**src/inc/pdld_pkg.sv**
```systemverilog
/*
 * pdld_pkg: register offsets, field positions, reset values and timing
 * constants for the phase detector lock-detect control block.
 * Assumes a plain strobe register port and a 250 MHz system clock.
 */
package pdld_pkg;
    localparam int          ADDR_W        = 8;
    localparam int          DATA_W        = 24;
    // register offsets
    localparam logic [7:0]  OFS_LOCK_CFG  = 8'h07;
    localparam logic [7:0]  OFS_CP_GAIN   = 8'h09;
    localparam logic [7:0]  OFS_PD_CFG    = 8'h0B;
    localparam logic [7:0]  OFS_STATUS    = 8'h12;
    localparam logic [7:0]  OFS_IRQ_STAT  = 8'h13;
    localparam logic [7:0]  OFS_IRQ_MASK  = 8'h14;
    // lock_detect_config fields
    localparam int          LK_CNT_LO     = 0;
    localparam int          LK_CNT_HI     = 2;
    localparam int          LK_EN_BIT     = 3;
    localparam int          LK_WTYPE_BIT  = 6;
    localparam int          LK_DIV_LO     = 7;
    localparam int          LK_DIV_HI     = 9;
    localparam int          LK_SPD_LO     = 10;
    localparam int          LK_SPD_HI     = 11;
    // charge_pump_gain_offset fields
    localparam int          CP_DN_LO      = 0;
    localparam int          CP_DN_HI      = 6;
    localparam int          CP_UP_LO      = 7;
    localparam int          CP_UP_HI      = 13;
    localparam int          CP_OFS_LO     = 14;
    localparam int          CP_OFS_HI     = 20;
    localparam int          CP_OFS_UP_BIT = 21;
    localparam int          CP_OFS_DN_BIT = 22;
    // phase_detector_config fields
    localparam int          PD_POL_BIT    = 4;
    localparam int          PD_UPEN_BIT   = 5;
    localparam int          PD_DNEN_BIT   = 6;
    localparam int          PD_CSP_LO     = 7;
    localparam int          PD_CSP_HI     = 8;
    // reset values
    localparam logic [23:0] LOCK_CFG_RST  = 24'h00_0000;
    localparam logic [23:0] CP_GAIN_RST   = 24'h00_0000;
    localparam logic [23:0] PD_CFG_RST    = 24'h00_0060;
    // interrupt bits
    localparam int          IRQ_LOCK_BIT  = 0;
    localparam int          IRQ_UNLK_BIT  = 1;
    localparam int          IRQ_W         = 2;
    // timing: fastest timer tick 2 clocks, each speed code adds one
    localparam int          TICK_BASE     = 2;
    localparam int          TICK_W        = 4;
    // analog window equivalent, 10 ns
    localparam int          AWIN_NS       = 10;
    localparam int          CLK_NS        = 4;
    localparam int          AWIN_CYC      = AWIN_NS / CLK_NS;
    localparam int          WIN_W         = 8;
    localparam int          LKCNT_W       = 14;
    localparam int          LKCNT_BASE    = 64;
    // cycle-slip thresholds in clocks per code
    localparam int          CSP_STEP      = 4;

    typedef enum logic [2:0] {
        WS_IDLE = 3'b001,
        WS_OPEN = 3'b010,
        WS_DONE = 3'b100
    } win_state_t;
endpackage

```
**src/inc/pdld_if.sv**
```systemverilog
/*
 * pdld_if: carries window requests and the in-window result between the
 * lock-detect top and its window timer.
 * Assumes one clock shared by both modules.
 */
`timescale 1ns/10ps
interface pdld_if;
    logic       start;      // window opens this cycle
    logic       second;     // second edge seen
    logic [1:0] speed;      // timer speed code
    logic [2:0] div;        // divider code
    logic       dig;        // digital window chosen
    logic       hit;        // pulse: second edge inside window
    logic       miss;       // pulse: window expired first
    logic       open;       // window currently open
    modport top (output start, second, speed, div, dig, input hit, miss, open);
    modport tmr (input start, second, speed, div, dig, output hit, miss, open);
endinterface

```
**src/logic/pdld_sync.sv**
```systemverilog
/*
 * pdld_sync: two-flop synchroniser with a rising edge pulse taken from the
 * second and a third flop.
 * Assumes an asynchronous pin input.
 */
`timescale 1ns/10ps
module pdld_sync (
    input  wire logic clk,      // system clock
    input  wire logic resetn,   // async reset, low active
    input  wire logic din,      // pin level
    output logic      rise      // one-cycle rising edge pulse
);
    logic s1_r;
    logic s2_r;
    logic s3_r;

    // two-flop capture then delay for edge
    always_ff @(posedge clk or negedge resetn) begin
        if (!resetn) begin
            s1_r <= 1'b0;
            s2_r <= 1'b0;
            s3_r <= 1'b0;
        end else begin
            s1_r <= din;
            s2_r <= s1_r;
            s3_r <= s2_r;
        end
    end

    assign rise = s2_r & ~s3_r;
endmodule

```
**src/logic/pdld_window.sv**
```systemverilog
/*
 * pdld_window: one-shot lock-detect window timer built from a tick divider
 * and a period counter.
 * Assumes edge pulses already synchronised to clk.
 */
`timescale 1ns/10ps
module pdld_window
    import pdld_pkg::*;
(
    input  wire logic clk,      // system clock
    input  wire logic resetn,   // async reset, low active
    pdld_if.tmr       w         // window control
);
    win_state_t         st_r;
    logic [TICK_W-1:0]  tick_r;
    logic [WIN_W-1:0]   cnt_r;
    logic [WIN_W-1:0]   len;
    logic [TICK_W-1:0]  tick_max;
    logic               tick;
    logic               expire;

    assign tick_max = TICK_W'(TICK_BASE + int'(w.speed) - 1);
    assign tick     = (tick_r == tick_max);
    // code 0 gives half a period
    assign len      = WIN_W'(1) << w.div;
    assign expire   = w.dig ? (tick && cnt_r >= len - WIN_W'(1))
                            : (cnt_r >= WIN_W'(AWIN_CYC - 1));

    // half-period tick divider, runs while open
    always_ff @(posedge clk or negedge resetn) begin
        if (!resetn) begin
            tick_r <= '0;
        end else if (st_r != WS_OPEN || tick) begin
            tick_r <= '0;
        end else begin
            tick_r <= tick_r + TICK_W'(1);
        end
    end

    // window state and period counter
    always_ff @(posedge clk or negedge resetn) begin
        if (!resetn) begin
            st_r  <= WS_IDLE;
            cnt_r <= '0;
        end else begin
            case (st_r)
                WS_IDLE: begin
                    cnt_r <= '0;
                    if (w.start) begin
                        st_r <= WS_OPEN;
                    end
                end
                WS_OPEN: begin
                    if (w.second || expire) begin
                        st_r <= WS_DONE;
                    end else if (!w.dig || tick) begin
                        cnt_r <= cnt_r + WIN_W'(1);
                    end
                end
                WS_DONE: st_r <= WS_IDLE;
                default: st_r <= WS_IDLE;
            endcase
        end
    end

    // result pulses
    always_ff @(posedge clk or negedge resetn) begin
        if (!resetn) begin
            w.hit  <= 1'b0;
            w.miss <= 1'b0;
        end else begin
            w.hit  <= (st_r == WS_OPEN) && w.second;
            w.miss <= (st_r == WS_OPEN) && !w.second && expire;
        end
    end

    assign w.open = (st_r == WS_OPEN);
endmodule

```
**src/logic/pd_lock_detect_control.sv**
```systemverilog
/*
 * pd_lock_detect_control: register file, lock-detect sequencer, cycle-slip
 * guard and charge pump control outputs around a phase detector.
 * Assumes reference and divided-VCO edges arrive as asynchronous pin levels
 * and a plain strobe register port on clk at 250 MHz.
 */
// Contract
// - two-bit timer speed, 00 fastest, 11 slowest
// - three-bit divider gives 0.5 to 64 timer periods of window
// - window opens on whichever phase detector edge comes first
// - cycle-slip guard boosts gain above threshold set by bits 8:7
// - detector bit 4 inverts phase detector polarity
// - both pump enables cleared tri-states the charge pump
// - two seven-bit pump gain fields, 20 uA per step
// - seven-bit offset magnitude, bit 21 up offset, bit 22 down
// - window-type bit 6 picks analog fixed or digital window
// - bits 2:0 set consecutive in-window count before lock
// - one miss drops lock until count met again
// - lock detection only while enable bit 3 is set
`timescale 1ns/10ps
module pd_lock_detect_control
    import pdld_pkg::*;
(
    input  wire logic              clk,           // 250 MHz clock
    input  wire logic              resetn,        // async reset, low active
    input  wire logic [ADDR_W-1:0] addr,          // register address
    input  wire logic [DATA_W-1:0] wdata,         // write data
    input  wire logic              wr,            // write strobe
    input  wire logic              rd,            // read strobe
    output logic      [DATA_W-1:0] rdata,         // read data, cycle after rd
    input  wire logic              ref_edge,      // reference divider output pin
    input  wire logic              vco_edge,      // divided VCO pin
    output logic                   lock_flag,     // lock detect flag
    output logic                   pump_up,       // pump up command
    output logic                   pump_dn,       // pump down command
    output logic                   pump_hiz,      // charge pump tri-stated
    output logic      [6:0]        pump_up_gain,  // up gain code, 20 uA steps
    output logic      [6:0]        pump_dn_gain,  // down gain code, 20 uA steps
    output logic      [6:0]        ofs_mag,       // offset magnitude code
    output logic                   ofs_up_en,     // up offset enabled
    output logic                   ofs_dn_en,     // down offset enabled
    output logic                   cycle_slip_guard, // gain boost active
    output logic                   irq            // level interrupt
);
    logic [DATA_W-1:0] lock_detect_config_r;
    logic [DATA_W-1:0] charge_pump_gain_offset_r;
    logic [DATA_W-1:0] phase_detector_config_r;
    logic [IRQ_W-1:0]  irq_stat_r;
    logic [IRQ_W-1:0]  irq_mask_r;
    logic [IRQ_W-1:0]  irq_set;
    logic [LKCNT_W-1:0] lk_cnt_r;
    logic [LKCNT_W-1:0] lk_target;
    logic              lock_r;
    logic              ref_rise;
    logic              vco_rise;
    logic              ref_first_r;
    logic [WIN_W-1:0]  err_cnt_r;
    logic [WIN_W-1:0]  csp_thr;
    logic              up_raw;
    logic              dn_raw;
    logic              ld_en;

    pdld_if w ();

    // pin edges through two flops
    pdld_sync u_ref (
        .clk    (clk),
        .resetn (resetn),
        .din    (ref_edge),
        .rise   (ref_rise)
    );
    pdld_sync u_vco (
        .clk    (clk),
        .resetn (resetn),
        .din    (vco_edge),
        .rise   (vco_rise)
    );

    pdld_window u_win (
        .clk    (clk),
        .resetn (resetn),
        .w      (w)
    );

    assign ld_en    = lock_detect_config_r[LK_EN_BIT];
    assign w.start  = ld_en && !w.open && (ref_rise || vco_rise);
    assign w.second = w.open && (ref_first_r ? vco_rise : ref_rise);
    assign w.speed  = lock_detect_config_r[LK_SPD_HI:LK_SPD_LO];
    assign w.div    = lock_detect_config_r[LK_DIV_HI:LK_DIV_LO];
    assign w.dig    = lock_detect_config_r[LK_WTYPE_BIT];

    // remember which edge opened the window
    always_ff @(posedge clk or negedge resetn) begin
        if (!resetn) begin
            ref_first_r <= 1'b0;
        end else if (w.start) begin
            ref_first_r <= ref_rise;
        end
    end

    // target is 64 shifted by code
    assign lk_target = LKCNT_W'(LKCNT_BASE) << lock_detect_config_r[LK_CNT_HI:LK_CNT_LO];

    // consecutive hit counter
    always_ff @(posedge clk or negedge resetn) begin
        if (!resetn) begin
            lk_cnt_r <= '0;
        end else if (!ld_en) begin
            lk_cnt_r <= '0;
        end else if (w.miss) begin
            lk_cnt_r <= '0;
        end else if (w.hit && lk_cnt_r < lk_target) begin
            lk_cnt_r <= lk_cnt_r + LKCNT_W'(1);
        end
    end

    // lock flag
    always_ff @(posedge clk or negedge resetn) begin
        if (!resetn) begin
            lock_r <= 1'b0;
        end else if (!ld_en || w.miss) begin
            lock_r <= 1'b0;
        end else if (w.hit && lk_cnt_r + LKCNT_W'(1) >= lk_target) begin
            lock_r <= 1'b1;
        end
    end

    // phase error timer for cycle-slip guard
    always_ff @(posedge clk or negedge resetn) begin
        if (!resetn) begin
            err_cnt_r <= '0;
        end else if (!w.open) begin
            err_cnt_r <= '0;
        end else if (err_cnt_r != '1) begin
            err_cnt_r <= err_cnt_r + WIN_W'(1);
        end
    end

    assign csp_thr = WIN_W'(CSP_STEP) *
                     (WIN_W'(phase_detector_config_r[PD_CSP_HI:PD_CSP_LO]) + WIN_W'(1));

    // raw detector direction: ref first means pump up
    assign up_raw = w.open && ref_first_r;
    assign dn_raw = w.open && !ref_first_r;

    // pump and guard outputs
    always_ff @(posedge clk or negedge resetn) begin
        if (!resetn) begin
            pump_up          <= 1'b0;
            pump_dn          <= 1'b0;
            pump_hiz         <= 1'b1;
            cycle_slip_guard <= 1'b0;
        end else begin
            pump_up <= phase_detector_config_r[PD_UPEN_BIT] &&
                       (phase_detector_config_r[PD_POL_BIT] ? dn_raw : up_raw);
            pump_dn <= phase_detector_config_r[PD_DNEN_BIT] &&
                       (phase_detector_config_r[PD_POL_BIT] ? up_raw : dn_raw);
            pump_hiz <= !phase_detector_config_r[PD_UPEN_BIT] &&
                        !phase_detector_config_r[PD_DNEN_BIT];
            cycle_slip_guard <= w.open && (err_cnt_r >= csp_thr);
        end
    end

    always_ff @(posedge clk or negedge resetn) begin
        if (!resetn) begin
            pump_dn_gain <= '0;
            pump_up_gain <= '0;
            ofs_mag      <= '0;
            ofs_up_en    <= 1'b0;
            ofs_dn_en    <= 1'b0;
        end else begin
            pump_dn_gain <= charge_pump_gain_offset_r[CP_DN_HI:CP_DN_LO];
            pump_up_gain <= charge_pump_gain_offset_r[CP_UP_HI:CP_UP_LO];
            ofs_mag      <= charge_pump_gain_offset_r[CP_OFS_HI:CP_OFS_LO];
            ofs_up_en    <= charge_pump_gain_offset_r[CP_OFS_UP_BIT];
            ofs_dn_en    <= charge_pump_gain_offset_r[CP_OFS_DN_BIT];
        end
    end

    // configuration register writes
    always_ff @(posedge clk or negedge resetn) begin
        if (!resetn) begin
            lock_detect_config_r      <= LOCK_CFG_RST;
            charge_pump_gain_offset_r <= CP_GAIN_RST;
            phase_detector_config_r   <= PD_CFG_RST;
            irq_mask_r                <= '0;
        end else if (wr) begin
            case (addr)
                OFS_LOCK_CFG: lock_detect_config_r      <= wdata;
                OFS_CP_GAIN:  charge_pump_gain_offset_r <= wdata;
                OFS_PD_CFG:   phase_detector_config_r   <= wdata;
                OFS_IRQ_MASK: irq_mask_r                <= wdata[IRQ_W-1:0];
                default: ;
            endcase
        end
    end

    // lock gained and lock lost events
    assign irq_set[IRQ_LOCK_BIT] = w.hit && !lock_r && ld_en && !w.miss &&
                                   (lk_cnt_r + LKCNT_W'(1) >= lk_target);
    assign irq_set[IRQ_UNLK_BIT] = lock_r && (w.miss || !ld_en);

    // sticky status, set wins over write-one clear
    always_ff @(posedge clk or negedge resetn) begin
        if (!resetn) begin
            irq_stat_r <= '0;
        end else begin
            irq_stat_r <= (irq_stat_r &
                           ~((wr && addr == OFS_IRQ_STAT) ? wdata[IRQ_W-1:0] : '0))
                          | irq_set;
        end
    end

    // read data and level outputs
    always_ff @(posedge clk or negedge resetn) begin
        if (!resetn) begin
            rdata     <= '0;
            lock_flag <= 1'b0;
            irq       <= 1'b0;
        end else begin
            lock_flag <= lock_r;
            irq       <= |(irq_stat_r & irq_mask_r);
            rdata     <= '0;
            if (rd) begin
                case (addr)
                    OFS_LOCK_CFG: rdata <= lock_detect_config_r;
                    OFS_CP_GAIN:  rdata <= charge_pump_gain_offset_r;
                    OFS_PD_CFG:   rdata <= phase_detector_config_r;
                    OFS_STATUS:   rdata <= {{(DATA_W-2){1'b0}}, lock_r, w.open};
                    OFS_IRQ_STAT: rdata <= {{(DATA_W-IRQ_W){1'b0}}, irq_stat_r};
                    OFS_IRQ_MASK: rdata <= {{(DATA_W-IRQ_W){1'b0}}, irq_mask_r};
                    default:      rdata <= '0;
                endcase
            end
        end
    end
endmodule

```
**config.mk**
```make
export PLATFORM = sky130hd
export DESIGN_NAME = pd_lock_detect_control
export DESIGN_NICKNAME = d
export VERILOG_FILES = /design/src/inc/pdld_pkg.sv /design/src/inc/pdld_if.sv /design/src/logic/pdld_sync.sv /design/src/logic/pdld_window.sv /design/src/logic/pd_lock_detect_control.sv
export SDC_FILE = /design/constraint.sdc
export NUM_CORES = 1
export LEC_CHECK = 0
export ABC_AREA = 1
export ABC_CLOCK_PERIOD_IN_PS = 2200
export BUFFER_PORTS_ARGS = -buffer_cell sky130_fd_sc_hd__buf_2
export CAP_MARGIN = 40
export CORE_ASPECT_RATIO = 0.75
export CORE_MARGIN = 3
export CORE_UTILIZATION = 53
export DETAILED_ROUTE_END_ITERATION = 10
export HOLD_SLACK_MARGIN = 0.06
export PLACE_DENSITY_LB_ADDON = 0.05
export SLEW_MARGIN = 30
export SYNTH_ARGS = -nofsm -noshare
export SYNTH_HDL_FRONTEND = slang
export SYNTH_HIERARCHICAL = 1
export SYNTH_SLANG_ARGS = --single-unit
```
**constraint.sdc**
```tcl
create_clock -name clk -period 2.2 [get_ports clk]
set_clock_uncertainty 0.1 [all_clocks]
set_input_delay 0 -clock clk [delete_from_list [all_inputs] [get_ports clk]]
set_output_delay 0 -clock clk [all_outputs]
set_load 0.1 [all_outputs]
```
After elaboration in Yosys (flattened, before gate mapping):

Cells that the tools add are included.
W data, S select, Z words.

* flip-flop bits (word level): 176

* muxes and demuxes: 21
* eq/ne operators: 17
* bitwise gates (word level): 8
* reduce and logical (&&, ||, !) cells: 44
* shift operators: 2
* magnitude comparators: 5
* add/sub/neg operators: 8

Operators by type and width (count)
* $pmux W24 S6: 1
* $mux W14: 3
* $mux W8: 4
* $eq A8 B5 Y1 const B: 3
* $mux W24: 1
* $logic_and A1 B1 Y1: 21
* $add A8 B1 Y8 const B: 2
* $eq A8 B4 Y1 const B: 2
* $pmux W8 S2: 1
* $add A14 B1 Y14 const B: 1
* $ge A14 B14 Y1: 1
* $lt A14 B14 Y1: 1
* $shl A7 B3 Y14 const A: 1
* $reduce_and A2 Y1: 5
* $logic_not A1 Y1: 9
* $eq A8 B3 Y1 const B: 1
* $ge A8 B1 Y1 const B: 1
* $ge A8 B5 Y1: 1
* $ge A8 B8 Y1: 1
* $ne A2 B1 Y1 const B: 4
* $ne A8 B8 Y1 const B: 1
* $shl A1 B3 Y8 const A: 1
* $sub A8 B1 Y8 const B: 1
* $mux W1: 6
* other kinds (23): 32

Depth between registers and ports, before layout:

* depth in word-level cells: 8
* gate-level depth with buffers: 16
* depth with buffers taken out: 16

Cells and area by module:

The synthesis kept the hierarchy.

Modules (own cells, without submodules)
* pd_lock_detect_control: area each 7046.8 um^2, instances 1, cells an instance 792, seq. area each 3832.4 um^2
* pdld_window: area each 1239.9 um^2, instances 1, cells an instance 173, seq. area each 426.7 um^2
* pdld_sync: area each 85.1 um^2, instances 2, cells an instance 5, seq. area each 75.1 um^2

Worst setup path before layout:

Ideal clock, no wire load.

* kind: reg-to-reg
* start: register u_win.st_r[2]
* end: register u_win.cnt_r[6]
* data required time: 2035 ps
* library setup time: 65 ps
* path buffers: 0
* slack: 35 ps
* stages on the path, launching flop included: 11
* arrival: 2000 ps
* cell sequence: dfrtp_1 -> nor3_4 -> inv_1 -> or2_2 -> o21ai_0 -> nand2_1 -> nand3_2 -> inv_4 -> nand2_4 -> nand2_1 -> nand2_1

* word-level cells in the longest chain between the ends: 5
* elaborated cells between the ends (all ways): 9

Ends and longest elaborated chain
* from (decl): RTL line pdld_window.sv:14 `win_state_t st_r;`
* from (signal assigned): RTL line pdld_window.sv:43 `st_r <= WS_IDLE;`
* from (signal assigned): RTL line pdld_window.sv:50 `st_r <= WS_OPEN;`
* from (signal assigned): RTL line pdld_window.sv:55 `st_r <= WS_DONE;`
* $eq A3 B2 Y1: RTL line pdld_window.sv:77 `assign w.open = (st_r == WS_OPEN);`
* named net w.open: RTL line pdld_if.sv:15 `logic open;`
* $logic_and A1 B1 Y1: RTL line pd_lock_detect_control.sv:87 `assign w.second = w.open && (ref_first_r ? vco_rise : ref_rise);`
* named net w.second: RTL line pdld_if.sv:9 `logic second;`
* $logic_or A1 B1 Y1: RTL line pdld_window.sv:54 `if (w.second || expire) begin`
* $ne A2 B2 Y1 (no source line)
* $reduce_and A3 Y1 (no source line)
* to (signal assigned): RTL line pdld_window.sv:57 `cnt_r <= cnt_r + WIN_W'(1);`
* to (decl): RTL line pdld_window.sv:16 `logic [WIN_W-1:0] cnt_r;`

The timed path passes the listed nets, and every way through them passes these cells.
A chain may end at the register's enable or synchronous reset.

Final worst setup path:

* start: register lk_cnt_r[1]
* end: register lock_r

* word-level cells in the longest chain between the ends: 4

Ends and longest elaborated chain
* from (decl): RTL line pd_lock_detect_control.sv:51 `logic [LKCNT_W-1:0] lk_cnt_r;`
* from (signal assigned): RTL line pd_lock_detect_control.sv:113 `lk_cnt_r <= lk_cnt_r + LKCNT_W'(1);`
* $add A14 B1 Y14: RTL line pd_lock_detect_control.sv:123 `end else if (w.hit && lk_cnt_r + LKCNT_W'(1) >= lk_target) begin`
* $ge A14 B14 Y1: RTL line pd_lock_detect_control.sv:123
* $logic_and A1 B1 Y1: RTL line pd_lock_detect_control.sv:123
* $reduce_bool A2 Y1 (no source line)
* to (signal assigned): RTL line pd_lock_detect_control.sv:120 `lock_r <= 1'b0;`
* to (signal assigned): RTL line pd_lock_detect_control.sv:122 `lock_r <= 1'b0;`
* to (signal assigned): RTL line pd_lock_detect_control.sv:124 `lock_r <= 1'b1;`
* to (decl): RTL line pd_lock_detect_control.sv:53 `logic lock_r;`

Every way passes these cells.

==> flow_summary.json <==
{
  "fin_crit_sh": 0.971,
  "maxCapViolCount": 0,
  "synth_area_mm2": 0.00846,
  "synth_fa_ha_area_frac": 0.0533,
  "syn_inst": 975,
  "synth_fp_nets": 1049,
  "grt_pass1_wl_um": 32700,
  "clk_latency_ps": 420,
  "grt_setup_unrepaired": "true",
  "cts.sinks": 176,
  "final_util": 0.671,
  "cp-start-kind": "flop",
  "synthArstFlopShare": 1.00,
  "relSlewSlack": 0.509,
  "yosys.area_share.simple": 0.254,
  "drtIter0Drc": 468,
  "power.total_mw": 7.46,
  "fmax_mhz": 468,
  "antenna_found_initial": 0,
  "io_buffers": 90,
  "syn_to_final_growth_pct": 22.4,
  "cts_inserted_buffers": 17,
  "finalHoldViolCount": 0,
  "crit_type": "flop to flop",
  "detail-route-antenna-nets": 0,
  "clkTransAtPathRegs_ps": 70,
  "cp.arrival_ps": 2380,
  "root_buffer": "clkbuf_16",
  "required_ps": 2440,
  "synth_edf_count": 0,
  "setup_viol": 0,
  "die_area_mm2": 0.0175,
  "leakage_nw": 5.18,
  "grt_max_degree": 74,
  "cts_buffer_depth": 2,
  "ys_types": 42,
  "gr-usage-all-layers": 0.230,
  "drc": 0,
  "grt_pass1_vias": 6555,
  "drv_slew": 0,
  "min_period_ps": 2140,
  "ys.warnings.count": 6,
  "startpoint": "lk_cnt_r[1]",
  "ios": 91,
  "h-tree-depth": 4,
  "cp-end-kind": "flop",
  "setup_slack_ps": 63.9,
  "first_pass_iters": 5,
  "hold_path_class": "input pin to flop",
  "fin_nets": 1206,
  "r2r-end": "lock_r",
  "die_height_um": 115,
  "die_w_um": 152,
  "critPathCapture": "lock_r",
  "rr_worst_depth": 13,
  "dp_slack_ps": -74.7,
  "holdWs_ps": 98.7,
  "core_area_mm2": 0.0154,
  "viasPerCell": 5.14,
  "worstMarginPinSlew_ps": 734,
  "synthMuxAreaShare": 0,
  "ir_drop_mv": 0.575,
  "crit_fanout": 4,
  "antenna_cells": 0,
  "cts_tree": "yes",
  "gr-total-overflow": 0,
  "drive_gt1_frac": 0.194,
  "via_count": 6943,
  "syn_avg_cell_area_um2": 8.67,
  "p_per_area_mw_per_mm2": 721,
  "r2r_start": "lk_cnt_r[1]",
  "synth_ff_type": "dfrtp_1",
  "r2r_setup_slack_ps": 60,
  "synth_xor_area_frac": 0.0114,
  "dp_hpwl_um": 12900,
  "synth.ff_latch_count": 176,
  "synth_compound_area_frac": 0.0833,
  "wl_um": 19900,
  "avgRoutedWirePerCell_um": 14.7,
  "synth_top_family_by_area": "simple AND/OR/NAND/NOR gates",
  "rows": 39,
  "status": "complete, no violations",
  "ys_seq_area_frac": 0.521,
  "gp_congestion": 0.807,
  "start_util": 0.548
}
## synthesized netlist by cell type (6+ instances only)
library cell / count / area, um2
buf_2: 19 / 95.1
nor2_1: 90 / 338
nor3_1: 10 / 50.1
nand2_1: 196 / 736
o21a_1: 17 / 128
inv_1: 114 / 428
a21oi_1: 14 / 70.1
o21ai_1: 36 / 180
xor2_1: 6 / 52.6
and3_1: 18 / 113
clkbuf_1: 6 / 22.5
buf_6: 6 / 67.6
o21ai_0: 45 / 225
ha_1: 36 / 450
dfrtp_1: 172 / 4300
nand3_1: 122 / 611
nand2_2: 6 / 37.5
nand4_1: 8 / 50.1
## worst min path at each step
stage / start / to / slack, ps / cells after the start
2_1_floorplan: resetn / charge_pump_gain_offset_r[0] / -400 / 0
3_3_place_gp: resetn / err_cnt_r[4] / -280 / 1
3_5_place_dp: resetn / err_cnt_r[4] / -280 / 1
4_1_cts: addr[3] / rdata[0] / 80 / 6
5_1_grt: addr[3] / rdata[0] / 130 / 6
6_report: addr[3] / rdata[0] / 100 / 6
## cells in the final DEF (no fill, tap or decap), types with 13 or more instances in the layout
master | Yosys | routed
a21oi_1 | 14 | 13
and3_1 | 18 | 18
buf_2 | 19 | 89
buf_4 | 2 | 39
clkbuf_16 | 0 | 17
dfrtp_1 | 172 | 169
dlygate4sd3_1 | 0 | 38
ha_1 | 36 | 35
inv_1 | 114 | 110
nand2_1 | 196 | 189
nand3_1 | 122 | 119
nor2_1 | 90 | 81
o21a_1 | 17 | 17
o21ai_0 | 45 | 42
o21ai_1 | 36 | 39
## report_power, final
group | internal [mW] | switching, mW | leakage, nW
combinational | 0.374 | 0.804 | 2.58
clock | 1.48 | 1.27 | 0.250
sequential | 3.41 | 0.123 | 2.34
## cell type report
class / count / area (um2)
Clock buffer: 21 / 450
Timing Repair Buffer: 170 / 1180
Sequential cell: 176 / 4410
Tap cell: 205 / 256
Inverter: 117 / 444
Clock inverter: 11 / 83.8
Fill cell: 1298 / 5070
Multi-Input combinational cell: 650 / 3520
## per-stage QoR
step	setup TNS (ps)	std cells	area (um2)
floorplan	0	975	8460
global placement	-9.57	1270	9240
detailed placement	-120	1270	9250
CTS	0	1341	10200
global route	-217	1350	10300
finish	0	1350	10300
## state kept, by name, summed over array words and instances (netlist names), 2 cells and up
signal and count:
lk_cnt_r 14, lock_detect_config_r 24, u_win/cnt_r 8, ofs_mag 7, u_win/st_r 3, pump_dn_gain 7, charge_pump_gain_offset_r 24, u_win/tick_r 4
err_cnt_r 8, irq_stat_r 2, rdata 24, pump_up_gain 7, phase_detector_config_r 24, irq_mask_r 2
## kinds of logic (layout without fill, tap and decap cells)
logic type	Yosys count	in the layout
other	1	1
adder cells (fa/ha/maj)	36	36
AND/OR/NAND/NOR	475	476
flip-flops	176	176
buffers and inverters	150	319
XOR/XNOR	11	11
AO/OA/AOI/OAI	126	126
## layer usage
layer,track usage,vias to the layer above,part of all wire
li1,-,3486,-
met3,0.0433,19,0.047
met5,0,-,0
met2,0.364,163,0.46
met1,0.329,3275,0.48
met4,0.0677,0,0.011
## repair_timing
| item | 4_1_cts | 5_1_grt |
|---|---|---|
| hold endpoints to repair | 278 | 0 |
| gates cloned | 0 | 1 |
| buffers inserted | 1 | 8 |
| hold buffers | 38 | 0 |
| endpoints found under the setup margin | 2 | 25 |
| pin swaps | 1 | 9 |
| gates resized for setup | 1 | 38 |
## critical path: stages (launching register included)
cell and delay [ps]:
dfrtp_1 430, ha_4 180, nand2_4 60, nor2_4 160
nand2_2 90, o21ai_0 160, nand2_1 100, ha_1 280
nand2_1 60, nor2_2 120, nand2_1 80, nand3_2 90
nand2_1 50, a21oi_1 110
(Power assumes the default switching activity.)
